$ cat config.mk
export PLATFORM = sky130hd
export DESIGN_NAME = tal_table_access
export DESIGN_NICKNAME = d
export VERILOG_FILES = /design/src/rtl/tal_pkg.sv /design/src/rtl/tal_table_access.sv
export SDC_FILE = /design/constraint.sdc
export NUM_CORES = 1
export LEC_CHECK = 0
export BUFFER_PORTS_ARGS = -buffer_cell sky130_fd_sc_hd__buf_2
export CAP_MARGIN = 20
export CORE_MARGIN = 2
export CORE_UTILIZATION = 47
export CTS_BUF_LIST = sky130_fd_sc_hd__clkbuf_16
export DETAILED_ROUTE_END_ITERATION = 7
export PLACE_DENSITY_LB_ADDON = 0.05
export SLEW_MARGIN = 20
export SYNTH_ARGS = -nofsm -noshare
export SYNTH_HDL_FRONTEND = slang
export SYNTH_SLANG_ARGS = --single-unit
$ cat constraint.sdc
create_clock -name clk -period 1.99 [get_ports clk]
set_input_delay 0.398 -clock clk [delete_from_list [all_inputs] [get_ports clk]]
set_output_delay 0.398 -clock clk [all_outputs]
set_load 0.005 [all_outputs]
$ cat src/rtl/tal_pkg.sv
// Constants, types and register map of the table access unit.
// Assumes a core that issues one table instruction at a time and waits for done.
package tal_pkg;

    // Register offsets
    localparam logic [3:0] TAL_REG_PTR_LO = 4'h0;
    localparam logic [3:0] TAL_REG_PTR_HI = 4'h1;
    localparam logic [3:0] TAL_REG_CTRL   = 4'h2;
    localparam logic [3:0] TAL_REG_STAT   = 4'h3;

    // Reset values
    localparam logic [15:0] TAL_PTR_RST   = 16'h0000;
    localparam logic [15:0] TAL_LAT_RST   = 16'h0000;
    localparam logic [1:0]  TAL_MODE_RST  = 2'h0;

    // Status bit positions
    localparam int TAL_STAT_BUSY  = 0;
    localparam int TAL_STAT_ABORT = 1;
    localparam int TAL_STAT_VECT  = 2;

    localparam logic [15:0] TAL_PTR_STEP = 16'h0001;
    localparam logic [7:0]  TAL_BYTE_ZERO = 8'h00;

    // Memory modes
    typedef enum logic [1:0] {
        TAL_MODE_MCU     = 2'h0,
        TAL_MODE_EXT_MCU = 2'h1,
        TAL_MODE_MPU     = 2'h2,
        TAL_MODE_RSV     = 2'h3
    } tal_mode_t;

    // Table instructions
    typedef enum logic [1:0] {
        TAL_OP_LATCH_WR = 2'h0,
        TAL_OP_LATCH_RD = 2'h1,
        TAL_OP_WORD_WR  = 2'h2,
        TAL_OP_WORD_RD  = 2'h3
    } tal_op_t;

    typedef struct packed {
        tal_op_t    op;
        logic       hi;
        logic       inc;
        logic [7:0] data;
    } tal_cmd_t;

    // Core sources in priority order: pin, overflow, clock pin
    localparam int TAL_NCORE = 3;

    typedef struct packed {
        logic [TAL_NCORE-1:0] core_en;
        logic [TAL_NCORE-1:0] core_flag;
        logic                 per_en;
        logic                 per_flag;
    } tal_irq_t;

    typedef struct packed {
        logic [15:0] addr;
        logic [15:0] wdata;
        logic        int_pgm;
        logic        ext_we;
        logic        rd;
    } tal_pm_t;

endpackage

$ cat src/rtl/tal_table_access.sv
// Table access unit: moves 16-bit program words to and from 8-bit data space.
// Assumes program memory read data one cycle after rd, and a core that stalls while halt is high.
`timescale 1ns/1ns
`default_nettype none

module tal_table_access
#(
    parameter logic [15:0] INT_WORDS = 16'h2000
)
(
    // Clock and reset
    input  wire logic               clk,
    input  wire logic               rstn,
    // Register port
    input  wire logic [3:0]         reg_addr,
    input  wire logic [7:0]         reg_wdata,
    input  wire logic               reg_wr,
    input  wire logic               reg_rd,
    output logic [7:0]              reg_rdata,
    // Instruction port
    input  wire logic               cmd_valid,
    input  wire tal_pkg::tal_cmd_t  cmd,
    output logic                    cmd_done,
    output logic [7:0]              cmd_rbyte,
    output logic                    halt,
    // Interrupt interaction
    input  wire tal_pkg::tal_irq_t  irq,
    input  wire logic               global_irq_disable,
    output logic [2:0]              irq_flag_clr,
    output logic                    irq_vector_req,
    // Programming voltage pin
    input  wire logic               pgm_voltage_ok,
    // Program memory
    output var tal_pkg::tal_pm_t    pm,
    input  wire logic [15:0]        int_rdata,
    input  wire logic [15:0]        ext_rdata
);
    import tal_pkg::*;

    typedef enum logic [3:0] {
        TAL_ST_IDLE = 4'b0001,
        TAL_ST_WR2  = 4'b0010,
        TAL_ST_LONG = 4'b0100,
        TAL_ST_RD2  = 4'b1000
    } tal_state_t;

    // Highest-priority set bit of the core sources
    function automatic logic [2:0] tal_first(input logic [2:0] v);
        logic [2:0] r;
        r = 3'h0;
        if (v[0])
        begin
            r = 3'h1;
        end
        else if (v[1])
        begin
            r = 3'h2;
        end
        else if (v[2])
        begin
            r = 3'h4;
        end
        return r;
    endfunction

    // External target decision
    function automatic logic tal_is_ext(input logic [1:0] mode, input logic [15:0] addr);
        logic r;
        r = 1'b0;
        if (mode == TAL_MODE_MPU)
        begin
            r = 1'b1;
        end
        else if (mode == TAL_MODE_EXT_MCU)
        begin
            r = (addr >= INT_WORDS);
        end
        return r;
    endfunction

    tal_state_t  st_q, st_d;
    logic [15:0] ptr_q, ptr_d;
    logic [15:0] wlat_q, wlat_d;
    logic [15:0] rlat_q, rlat_d;
    logic [1:0]  mode_q, mode_d;
    logic        inc_q, inc_d;
    logic        ext_q, ext_d;
    logic        abort_q, abort_d;
    logic        vect_q, vect_d;
    logic        done_q, done_d;
    logic [7:0]  rbyte_q, rbyte_d;
    logic [2:0]  clr_q, clr_d;
    logic        vreq_q, vreq_d;
    logic        pgm_q, pgm_d;
    logic [7:0]  rdata_q, rdata_d;
    logic        vpp_s1_q, vpp_s2_q;

    logic [2:0]  core_pend;
    logic        any_pend;
    logic        ext_now;

    assign core_pend = irq.core_en & irq.core_flag;
    assign any_pend  = (|core_pend) | (irq.per_en & irq.per_flag);
    assign ext_now   = tal_is_ext(mode_q, ptr_q);

    assign halt           = (st_q == TAL_ST_LONG);
    assign cmd_done       = done_q;
    assign cmd_rbyte      = rbyte_q;
    assign irq_flag_clr   = clr_q;
    assign irq_vector_req = vreq_q;
    assign reg_rdata      = rdata_q;
    assign pm.addr        = ptr_q;
    assign pm.wdata       = wlat_q;
    assign pm.int_pgm     = pgm_q;
    assign pm.ext_we      = (st_q == TAL_ST_WR2) && ext_q;
    assign pm.rd          = cmd_valid && (st_q == TAL_ST_IDLE) && (cmd.op == TAL_OP_WORD_RD);

    always_comb
    begin
        st_d    = st_q;
        ptr_d   = ptr_q;
        wlat_d  = wlat_q;
        rlat_d  = rlat_q;
        mode_d  = mode_q;
        inc_d   = inc_q;
        ext_d   = ext_q;
        abort_d = abort_q;
        vect_d  = vect_q;
        done_d  = 1'b0;
        rbyte_d = rbyte_q;
        clr_d   = 3'h0;
        vreq_d  = 1'b0;
        pgm_d   = 1'b0;
        rdata_d = TAL_BYTE_ZERO;

        case (st_q)
            TAL_ST_IDLE:
            begin
                if (cmd_valid)
                begin
                    inc_d = cmd.inc;
                    ext_d = ext_now;
                    case (cmd.op)
                        TAL_OP_LATCH_WR:
                        begin
                            if (cmd.hi)
                            begin
                                wlat_d[15:8] = cmd.data;
                            end
                            else
                            begin
                                wlat_d[7:0] = cmd.data;
                            end
                            if (!ext_now)
                            begin
                                rlat_d = wlat_d;
                            end
                            done_d = 1'b1;
                        end
                        TAL_OP_LATCH_RD:
                        begin
                            rbyte_d = cmd.hi ? rlat_q[15:8] : rlat_q[7:0];
                            done_d  = 1'b1;
                        end
                        TAL_OP_WORD_RD:
                        begin
                            rbyte_d = cmd.hi ? rlat_q[15:8] : rlat_q[7:0];
                            st_d    = TAL_ST_RD2;
                        end
                        TAL_OP_WORD_WR:
                        begin
                            abort_d = 1'b0;
                            vect_d  = 1'b0;
                            if (ext_now)
                            begin
                                st_d = TAL_ST_WR2;
                            end
                            else if (any_pend)
                            begin
                                clr_d   = tal_first(core_pend);
                                abort_d = 1'b1;
                                done_d  = 1'b1;
                            end
                            else if (!vpp_s2_q)
                            begin
                                st_d = TAL_ST_WR2;
                            end
                            else
                            begin
                                pgm_d = 1'b1;
                                st_d  = TAL_ST_LONG;
                            end
                        end
                        default:
                        begin
                            done_d = 1'b1;
                        end
                    endcase
                end
            end
            TAL_ST_WR2:
            begin
                if (inc_q)
                begin
                    ptr_d = ptr_q + TAL_PTR_STEP;
                end
                done_d = 1'b1;
                st_d   = TAL_ST_IDLE;
            end
            TAL_ST_LONG:
            begin
                if (any_pend)
                begin
                    clr_d  = tal_first(core_pend);
                    vreq_d = !global_irq_disable;
                    vect_d = !global_irq_disable;
                    if (inc_q)
                    begin
                        ptr_d = ptr_q + TAL_PTR_STEP;
                    end
                    done_d = 1'b1;
                    st_d   = TAL_ST_IDLE;
                end
                else
                begin
                    pgm_d = 1'b1;
                end
            end
            TAL_ST_RD2:
            begin
                rlat_d = ext_q ? ext_rdata : int_rdata;
                if (!ext_q)
                begin
                    wlat_d = rlat_d;
                end
                if (inc_q)
                begin
                    ptr_d = ptr_q + TAL_PTR_STEP;
                end
                done_d = 1'b1;
                st_d   = TAL_ST_IDLE;
            end
            default:
            begin
                st_d = TAL_ST_IDLE;
            end
        endcase

        // Register writes win over pointer steps
        if (reg_wr)
        begin
            case (reg_addr)
                TAL_REG_PTR_LO: ptr_d[7:0]  = reg_wdata;
                TAL_REG_PTR_HI: ptr_d[15:8] = reg_wdata;
                TAL_REG_CTRL:   mode_d      = reg_wdata[1:0];
                default:        ;
            endcase
        end
        if (reg_rd)
        begin
            case (reg_addr)
                TAL_REG_PTR_LO: rdata_d = ptr_q[7:0];
                TAL_REG_PTR_HI: rdata_d = ptr_q[15:8];
                TAL_REG_CTRL:   rdata_d = {6'h00, mode_q};
                TAL_REG_STAT:
                begin
                    rdata_d[TAL_STAT_BUSY]  = halt;
                    rdata_d[TAL_STAT_ABORT] = abort_q;
                    rdata_d[TAL_STAT_VECT]  = vect_q;
                end
                default:        rdata_d = TAL_BYTE_ZERO;
            endcase
        end
    end

    always_ff @(posedge clk or negedge rstn)
    begin
        if (!rstn)
        begin
            st_q     <= TAL_ST_IDLE;
            ptr_q    <= TAL_PTR_RST;
            wlat_q   <= TAL_LAT_RST;
            rlat_q   <= TAL_LAT_RST;
            mode_q   <= TAL_MODE_RST;
            inc_q    <= 1'b0;
            ext_q    <= 1'b0;
            abort_q  <= 1'b0;
            vect_q   <= 1'b0;
            done_q   <= 1'b0;
            rbyte_q  <= TAL_BYTE_ZERO;
            clr_q    <= 3'h0;
            vreq_q   <= 1'b0;
            pgm_q    <= 1'b0;
            rdata_q  <= TAL_BYTE_ZERO;
            vpp_s1_q <= 1'b0;
            vpp_s2_q <= 1'b0;
        end
        else
        begin
            st_q     <= st_d;
            ptr_q    <= ptr_d;
            wlat_q   <= wlat_d;
            rlat_q   <= rlat_d;
            mode_q   <= mode_d;
            inc_q    <= inc_d;
            ext_q    <= ext_d;
            abort_q  <= abort_d;
            vect_q   <= vect_d;
            done_q   <= done_d;
            rbyte_q  <= rbyte_d;
            clr_q    <= clr_d;
            vreq_q   <= vreq_d;
            pgm_q    <= pgm_d;
            rdata_q  <= rdata_d;
            vpp_s1_q <= pgm_voltage_ok;
            vpp_s2_q <= vpp_s1_q;
        end
    end

endmodule // tal_table_access

`default_nettype wire

==> results of run 1 <==
worst reg2reg max path, delay by kind of cell, from the launching register on:
kind | cells | cell delay, ps
simple gates | 1 | 590
xor+xnor | 1 | 170
buf+inv | 1 | 180
compound gates | 3 | 460
flops | 1 | 440
path summary, 6_finish.rpt:
kind	cells past startpoint	to	slack, ps	start
max	3	halt	30	st_q[1]$_DFFE_PN0P_
min	1	irq_flag_clr[0]$_DFF_PN0_	-3	rstn
max reg2reg	6	ptr_q[15]$_DFF_PN0_	60	st_q[1]$_DFFE_PN0P_
min reg2reg	0	vpp_s2_q$_DFF_PN0_	360	vpp_s1_q$_DFF_PN0_
max in group asynchronous	2	ptr_q[6]$_DFF_PN0_	1380	rstn
min in group clk	1	vpp_s1_q$_DFF_PN0_	170	pgm_voltage_ok
power by group:
part	leakage, nW	internal (mW)	switching (mW)
combinational	1.50	0.964	0.750
sequential	1.02	2.18	0.401
clock	0.132	0.956	0.650
total	2.65	4.10	1.80
state kept, by name, indices dropped and copies added (netlist names), 2 cells and up:
signal        count
cmd_rbyte         8
irq_flag_clr      3
mode_q            2
ptr_q            16
reg_rdata         8
rlat_q           16
st_q              4
wlat_q           16
area by class of cell:
type                    instances  area (um2)  share of cell area, %
clock buffers                   9         225                   4.09
repair buffers                158         921                   16.7
clock inverters                 6        60.1                   1.09
flip-flops and latches         82        2060                   37.4
well taps                     108         135                   2.45
inverters                       9        36.3                  0.659
multi-input cells             283        2070                   37.6
per-stage QoR:
stage / TNS [ps] / total power [mW] / cells / worst slack (ps) / util (%)
floorplan: -847 / 3.55 / 392 / -44.7 / -
global placement: 0 / 4.26 / 632 / 106 / 59.0
detailed placement: 0 / 4.32 / 632 / 49.9 / 59.0
CTS: 0 / 5.95 / 651 / 0.970 / 62.7
global route: -47.5 / 6.26 / 655 / -41.4 / 63.1
finish: 0 / 5.90 / 655 / 28.1 / 63.1
repair_timing:
item,in CTS,in global routing
endpoints found under the hold margin,0,0
gates resized for setup,5,4
setup buffers,4,4
endpoints found under the setup margin,2,6
gates cloned,0,0
pin swaps,1,3
cells in the mapped netlist (3+ instances only):
master | n | area [um2]
inv_1 | 9 | 33.8
nand2_1 | 20 | 75.1
nor2b_1 | 20 | 125
o21ai_0 | 18 | 90.1
buf_4 | 3 | 22.5
mux2i_1 | 30 | 300
o211ai_1 | 5 | 37.5
a21oi_1 | 32 | 160
xor2_1 | 11 | 96.3
clkbuf_1 | 13 | 48.8
a211oi_1 | 16 | 120
xnor2_1 | 3 | 26.3
a22oi_1 | 5 | 37.5
dfrtp_1 | 81 | 2030
nand3_1 | 6 | 30.0
nor2_1 | 34 | 128
o2111ai_1 | 4 | 35.0
nand2b_1 | 3 | 18.8
mux2_2 | 36 | 405
nor3_1 | 5 | 25.0
and2_1 | 3 | 18.8
nor4_1 | 3 | 18.8
logic make-up after synthesis:
group / synth area share, %
AO/OA/AOI/OAI: 13.8
XOR/XNOR: 2.91
adder cells (fa/ha/maj): 0.594
buffers and inverters: 2.67
flip-flops: 48.7
multiplexers: 17.8
AND/OR/NAND/NOR: 13.5
per-layer routing:
layer | GRT usage (%) | up-vias | part of all wire [%]
met3 | 3.90 | 14 | 5.4
met4 | 8.75 | 0 | 1.5
met2 | 35.1 | 115 | 49
met1 | 26.4 | 1648 | 44
li1 | - | 1724 | -
met5 | 0 | - | 0
==> reports/results.ini, run 1 <==
[cts]
ctsHoldBuffers = 0
h-tree-depth = 3
clk_pin_slew_worst_paths_ps = 60
numCtsBuffers = 9
insertion_delay_ps = 330
cts_sinks = 82
cts_root_buffer = clkbuf_16
clk_path_buf_depth = 2
cts_tree = done

[critical_path]
critPathMaxFanout = 5
crit_path_start_kind = flip-flop
cpPeakStageDelay_ps = 590
path_delay_family = simple AND/OR/NAND/NOR gates
timing.critical_path.buf_inv = 2
critical_path_class = reg -> out
cp_cell_sequence = or4b_4 -> inv_4 -> buf_2
end_kind = primary output
cpMaxStageDelayCell = or4b_4
cp.arrival_ps = 1560
cp_data_required_time_ps = 1590

[placed_design]
hpwl_mm = 7.25
dpl-instance-area_um2 = 5140
io_buffers = 127
gp_congestion = 0.859

[synth]
syn-num-nets = 465
syn_inst = 392
ys_seq_area_share_pct = 48.7
async_flop_share_pct = 100
syn-cell-area_um2 = 4210
ys_warn_count = 0
ys_types = 44
post_synth.cell_area_avg_um2 = 10.8
ys.flop_type = dfrtp_1
ys_ff_latch = 82
synth-edff-count = 0

[timing]
rsz0062_at_grt = yes
finalClockSkew_ps = 7.04
maxSlewViolCount = 0
min_period_ps = 1960
setup_viol = 0
hold_viol = 2
hold_ws_ps = -3.20
period_share_pct = 98.6
max_slew_margin_pct = 62.9
tightest_slew_ps = 555
fmax_ghz = 0.510

[grt]
grt_max_degree = 41
grt_pass1_wl_mm = 16.3
grt_pass1_vias = 3401
antenna_found_initial = 0
track_usage_pct = 20.8
grt-ovfl-total = 0

[final_layout]
antenna_cells = 0
nNetsFinal = 616
syn_to_final_growth_pct = 30.7
drive_gt1_share_pct = 41.0
fillers = 759
final_cell_mix = buf_2 (126), dfrtp_1 (78), mux2_2 (35)
design_area_um2 = 5510
layout_commonest_cell = buf_2

[status]
violations = negative hold slack
outcome = finished with violations

[die]
std_cell_rows = 34
io_pins = 128
start_util_pct = 48.3
die_h_um = 98.7
die_area_um2 = 9740
fp.dieW_um = 98.7
core_area_um2 = 8720

[routing]
first_pass_iters = 4
drt_wl_total_mm = 10.1
drc = 0
antenna_left = 0
wl_per_cell_um = 15.4
initialDrtViolationCount = 93
routed_via_density = 5.35
num_vias = 3501

[hold_path]
worstHoldPathType = in -> async

[pwr]
power_density_nw_per_um2 = 1070
peakVddDrop_v = 0.000484
p_leak_nw = 2.65

[flow_run]
maxCapViolCount = 0

(Power assumes the default switching activity.)
==> run 2: changes to the inputs <==
--- a/config.mk
+++ b/config.mk
@@ -7,11 +7,12 @@
 export LEC_CHECK = 0
 export BUFFER_PORTS_ARGS = -buffer_cell sky130_fd_sc_hd__buf_2
 export CAP_MARGIN = 20
+export CORE_ASPECT_RATIO = 0.7
 export CORE_MARGIN = 2
 export CORE_UTILIZATION = 47
 export CTS_BUF_LIST = sky130_fd_sc_hd__clkbuf_16
 export DETAILED_ROUTE_END_ITERATION = 7
-export PLACE_DENSITY_LB_ADDON = 0.05
+export PLACE_DENSITY = 0.77
 export SLEW_MARGIN = 20
 export SYNTH_ARGS = -nofsm -noshare
 export SYNTH_HDL_FRONTEND = slang
==> reports/results.ini, run 2 (synthesis results as in run 1) <==
[status]
outcome = finished with violations
violations = negative setup slack

[timing]
hold_viol = 0
fmax_ghz = 0.487
tightest_slew_ps = 693
setup_viol = 13
finalClockSkew_ps = 6.20
period_share_pct = 103
min_period_ps = 2050
final.setup.worst_slack_ps = -64.6
maxSlewViolCount = 0
max_slew_margin_pct = 53.8
rsz0062_at_grt = yes
hold_ws_ps = 175

[routing]
num_vias = 3777
drt_wl_total_mm = 12.3
drc = 0
routed_via_density = 5.61
first_pass_iters = 5
wl_per_cell_um = 18.3
antenna_left = 0
initialDrtViolationCount = 330

[final_layout]
fin_cells = 673
syn_to_final_growth_pct = 35.6
drive_gt1_share_pct = 42.3
largest_registers = ptr_q: 16 flops, rlat_q: 16 flops, wlat_q: 16 flops
layout_commonest_cell = buf_2
final_cell_mix = buf_2 (125), dfrtp_1 (80), nor2_1 (32), a21oi_1 (32), mux2i_1 (30)
fillers = 653
nNetsFinal = 621
antenna_cells = 0

[cts]
cts_sinks = 82
insertion_delay_ps = 330
cts_root_buffer = clkbuf_16
clk_path_buf_depth = 2
numCtsBuffers = 9
cts_tree = done
clk_pin_slew_worst_paths_ps = 60
h-tree-depth = 3

[critical_path]
timing.critical_path.buf_inv = 1
critical_path_class = reg -> reg
cpMaxStageDelayCell = or4b_4
cpPeakStageDelay_ps = 530
cp_cell_sequence = buf_6 -> or4b_4 -> a21oi_4 -> o21ai_4 -> or3_1 -> a31oi_1
cp_data_required_time_ps = 2240
path_delay_family = simple AND/OR/NAND/NOR gates
end_kind = flip-flop
critPathMaxFanout = 6
crit_path_start_kind = flip-flop
cp.arrival_ps = 2310

[grt]
grt_max_degree = 41
grt-ovfl-total = 0
antenna_found_initial = 0
grt_pass1_wl_mm = 18.9
grt_pass1_vias = 3643
track_usage_pct = 25.2

[die]
die_area_um2 = 9750
start_util_pct = 49.1
io_pins = 128
die_h_um = 83.2
core_area_um2 = 8580
fp.dieW_um = 117
std_cell_rows = 28

[placed_design]
place_ws_ps = 33.4
dp_cells = 647
io_buffers = 127
hpwl_mm = 9.02
gp_congestion = 0.891

[flow_run]
maxCapViolCount = 0

[pwr]
power_density_nw_per_um2 = 1110
p_leak_nw = 2.75
peakVddDrop_v = 0.000665

[hold_path]
worstHoldPathType = in -> reg

[run 2: cell types whose count changed in the layout (fill, tap and decap cells not counted), moves of 3 or more]
cell,before,now
mux2_2,35,23
mux2_4,1,13
o21ai_0,16,13
buf_6,0,6
[run 2: cell type report]
| cell class | count | area [um2] | share of cell area, % |
|---|---|---|---|
| clock buffers | 9 | 225 | 3.94 |
| multi-input cells | 283 | 2170 | 38.0 |
| well taps | 120 | 150 | 2.63 |
| flip-flops and latches | 82 | 2050 | 36.0 |
| inverters | 9 | 36.3 | 0.635 |
| repair buffers | 163 | 991 | 17.3 |
| clock inverters | 7 | 85.1 | 1.49 |
[run 2: timing repair]
action                     4_1_cts  5_1_grt
pin swaps                        3       14
cloned                           0        1
setup endpoints to repair        3       27
gates resized for setup          5       33
hold endpoints to repair        21        0
hold buffers                     1        0
buffers inserted                 5        3
[run 2: power breakdown]
group | switching, mW | total, mW | leakage (nW) | internal (mW)
Combinational | 0.936 | 1.99 | 1.57 | 1.06
Clock | 0.642 | 1.73 | 0.154 | 1.08
Sequential | 0.423 | 2.60 | 1.02 | 2.18
[run 2: worst paths after layout]
path                       slack, ps           startpoint  cells after the start                  endpoint
hold / removal                   170       pgm_voltage_ok                      1        vpp_s1_q$_DFF_PN0_
min in group asynchronous        520                 rstn                      2    rlat_q[11]$_DFFE_PN0P_
max in group asynchronous        880                 rstn                      3  cmd_rbyte[2]$_DFFE_PN0P_
hold reg to reg                  360   vpp_s1_q$_DFF_PN0_                      0        vpp_s2_q$_DFF_PN0_
setup / recovery                 -60  st_q[2]$_DFFE_PN0P_                      6        ptr_q[8]$_DFF_PN0_
setup reg to reg                 -60  st_q[2]$_DFFE_PN0P_                      6        ptr_q[8]$_DFF_PN0_
[run 2: metrics by stage]
step	TNS, ps	instance area, um2	utilization (%)	power [mW]
finish	-285	5710	66.6	6.33
global route	-1390	5710	66.6	6.66
CTS	-18.2	5540	64.5	6.21
detailed placement	0	5170	60.2	4.44
global placement	0	5170	60.2	4.36
floorplan	-847	4230	-	3.55
[run 2: metal layers]
metal | global-route usage [%] | share of wire, % | vias to the layer above | wire, um
li1 | - | - | 1731 | -
met2 | 37.4 | 46 | 178 | 5690
met1 | 37.3 | 46 | 1851 | 5650
met4 | 7.17 | 1.2 | 0 | 150
met3 | 5.33 | 6.9 | 17 | 848
met5 | 0 | 0 | - | 0
[run 2: worst register-to-register path: cells and delay by family (launching register included)]
| kind | cells | cell delay (ps) |
|---|---|---|
| and+or+nand+nor | 2 | 850 |
| AOI/OAI and AO/OA | 3 | 590 |
| DFF | 1 | 410 |
| buffers and inverters | 1 | 120 |
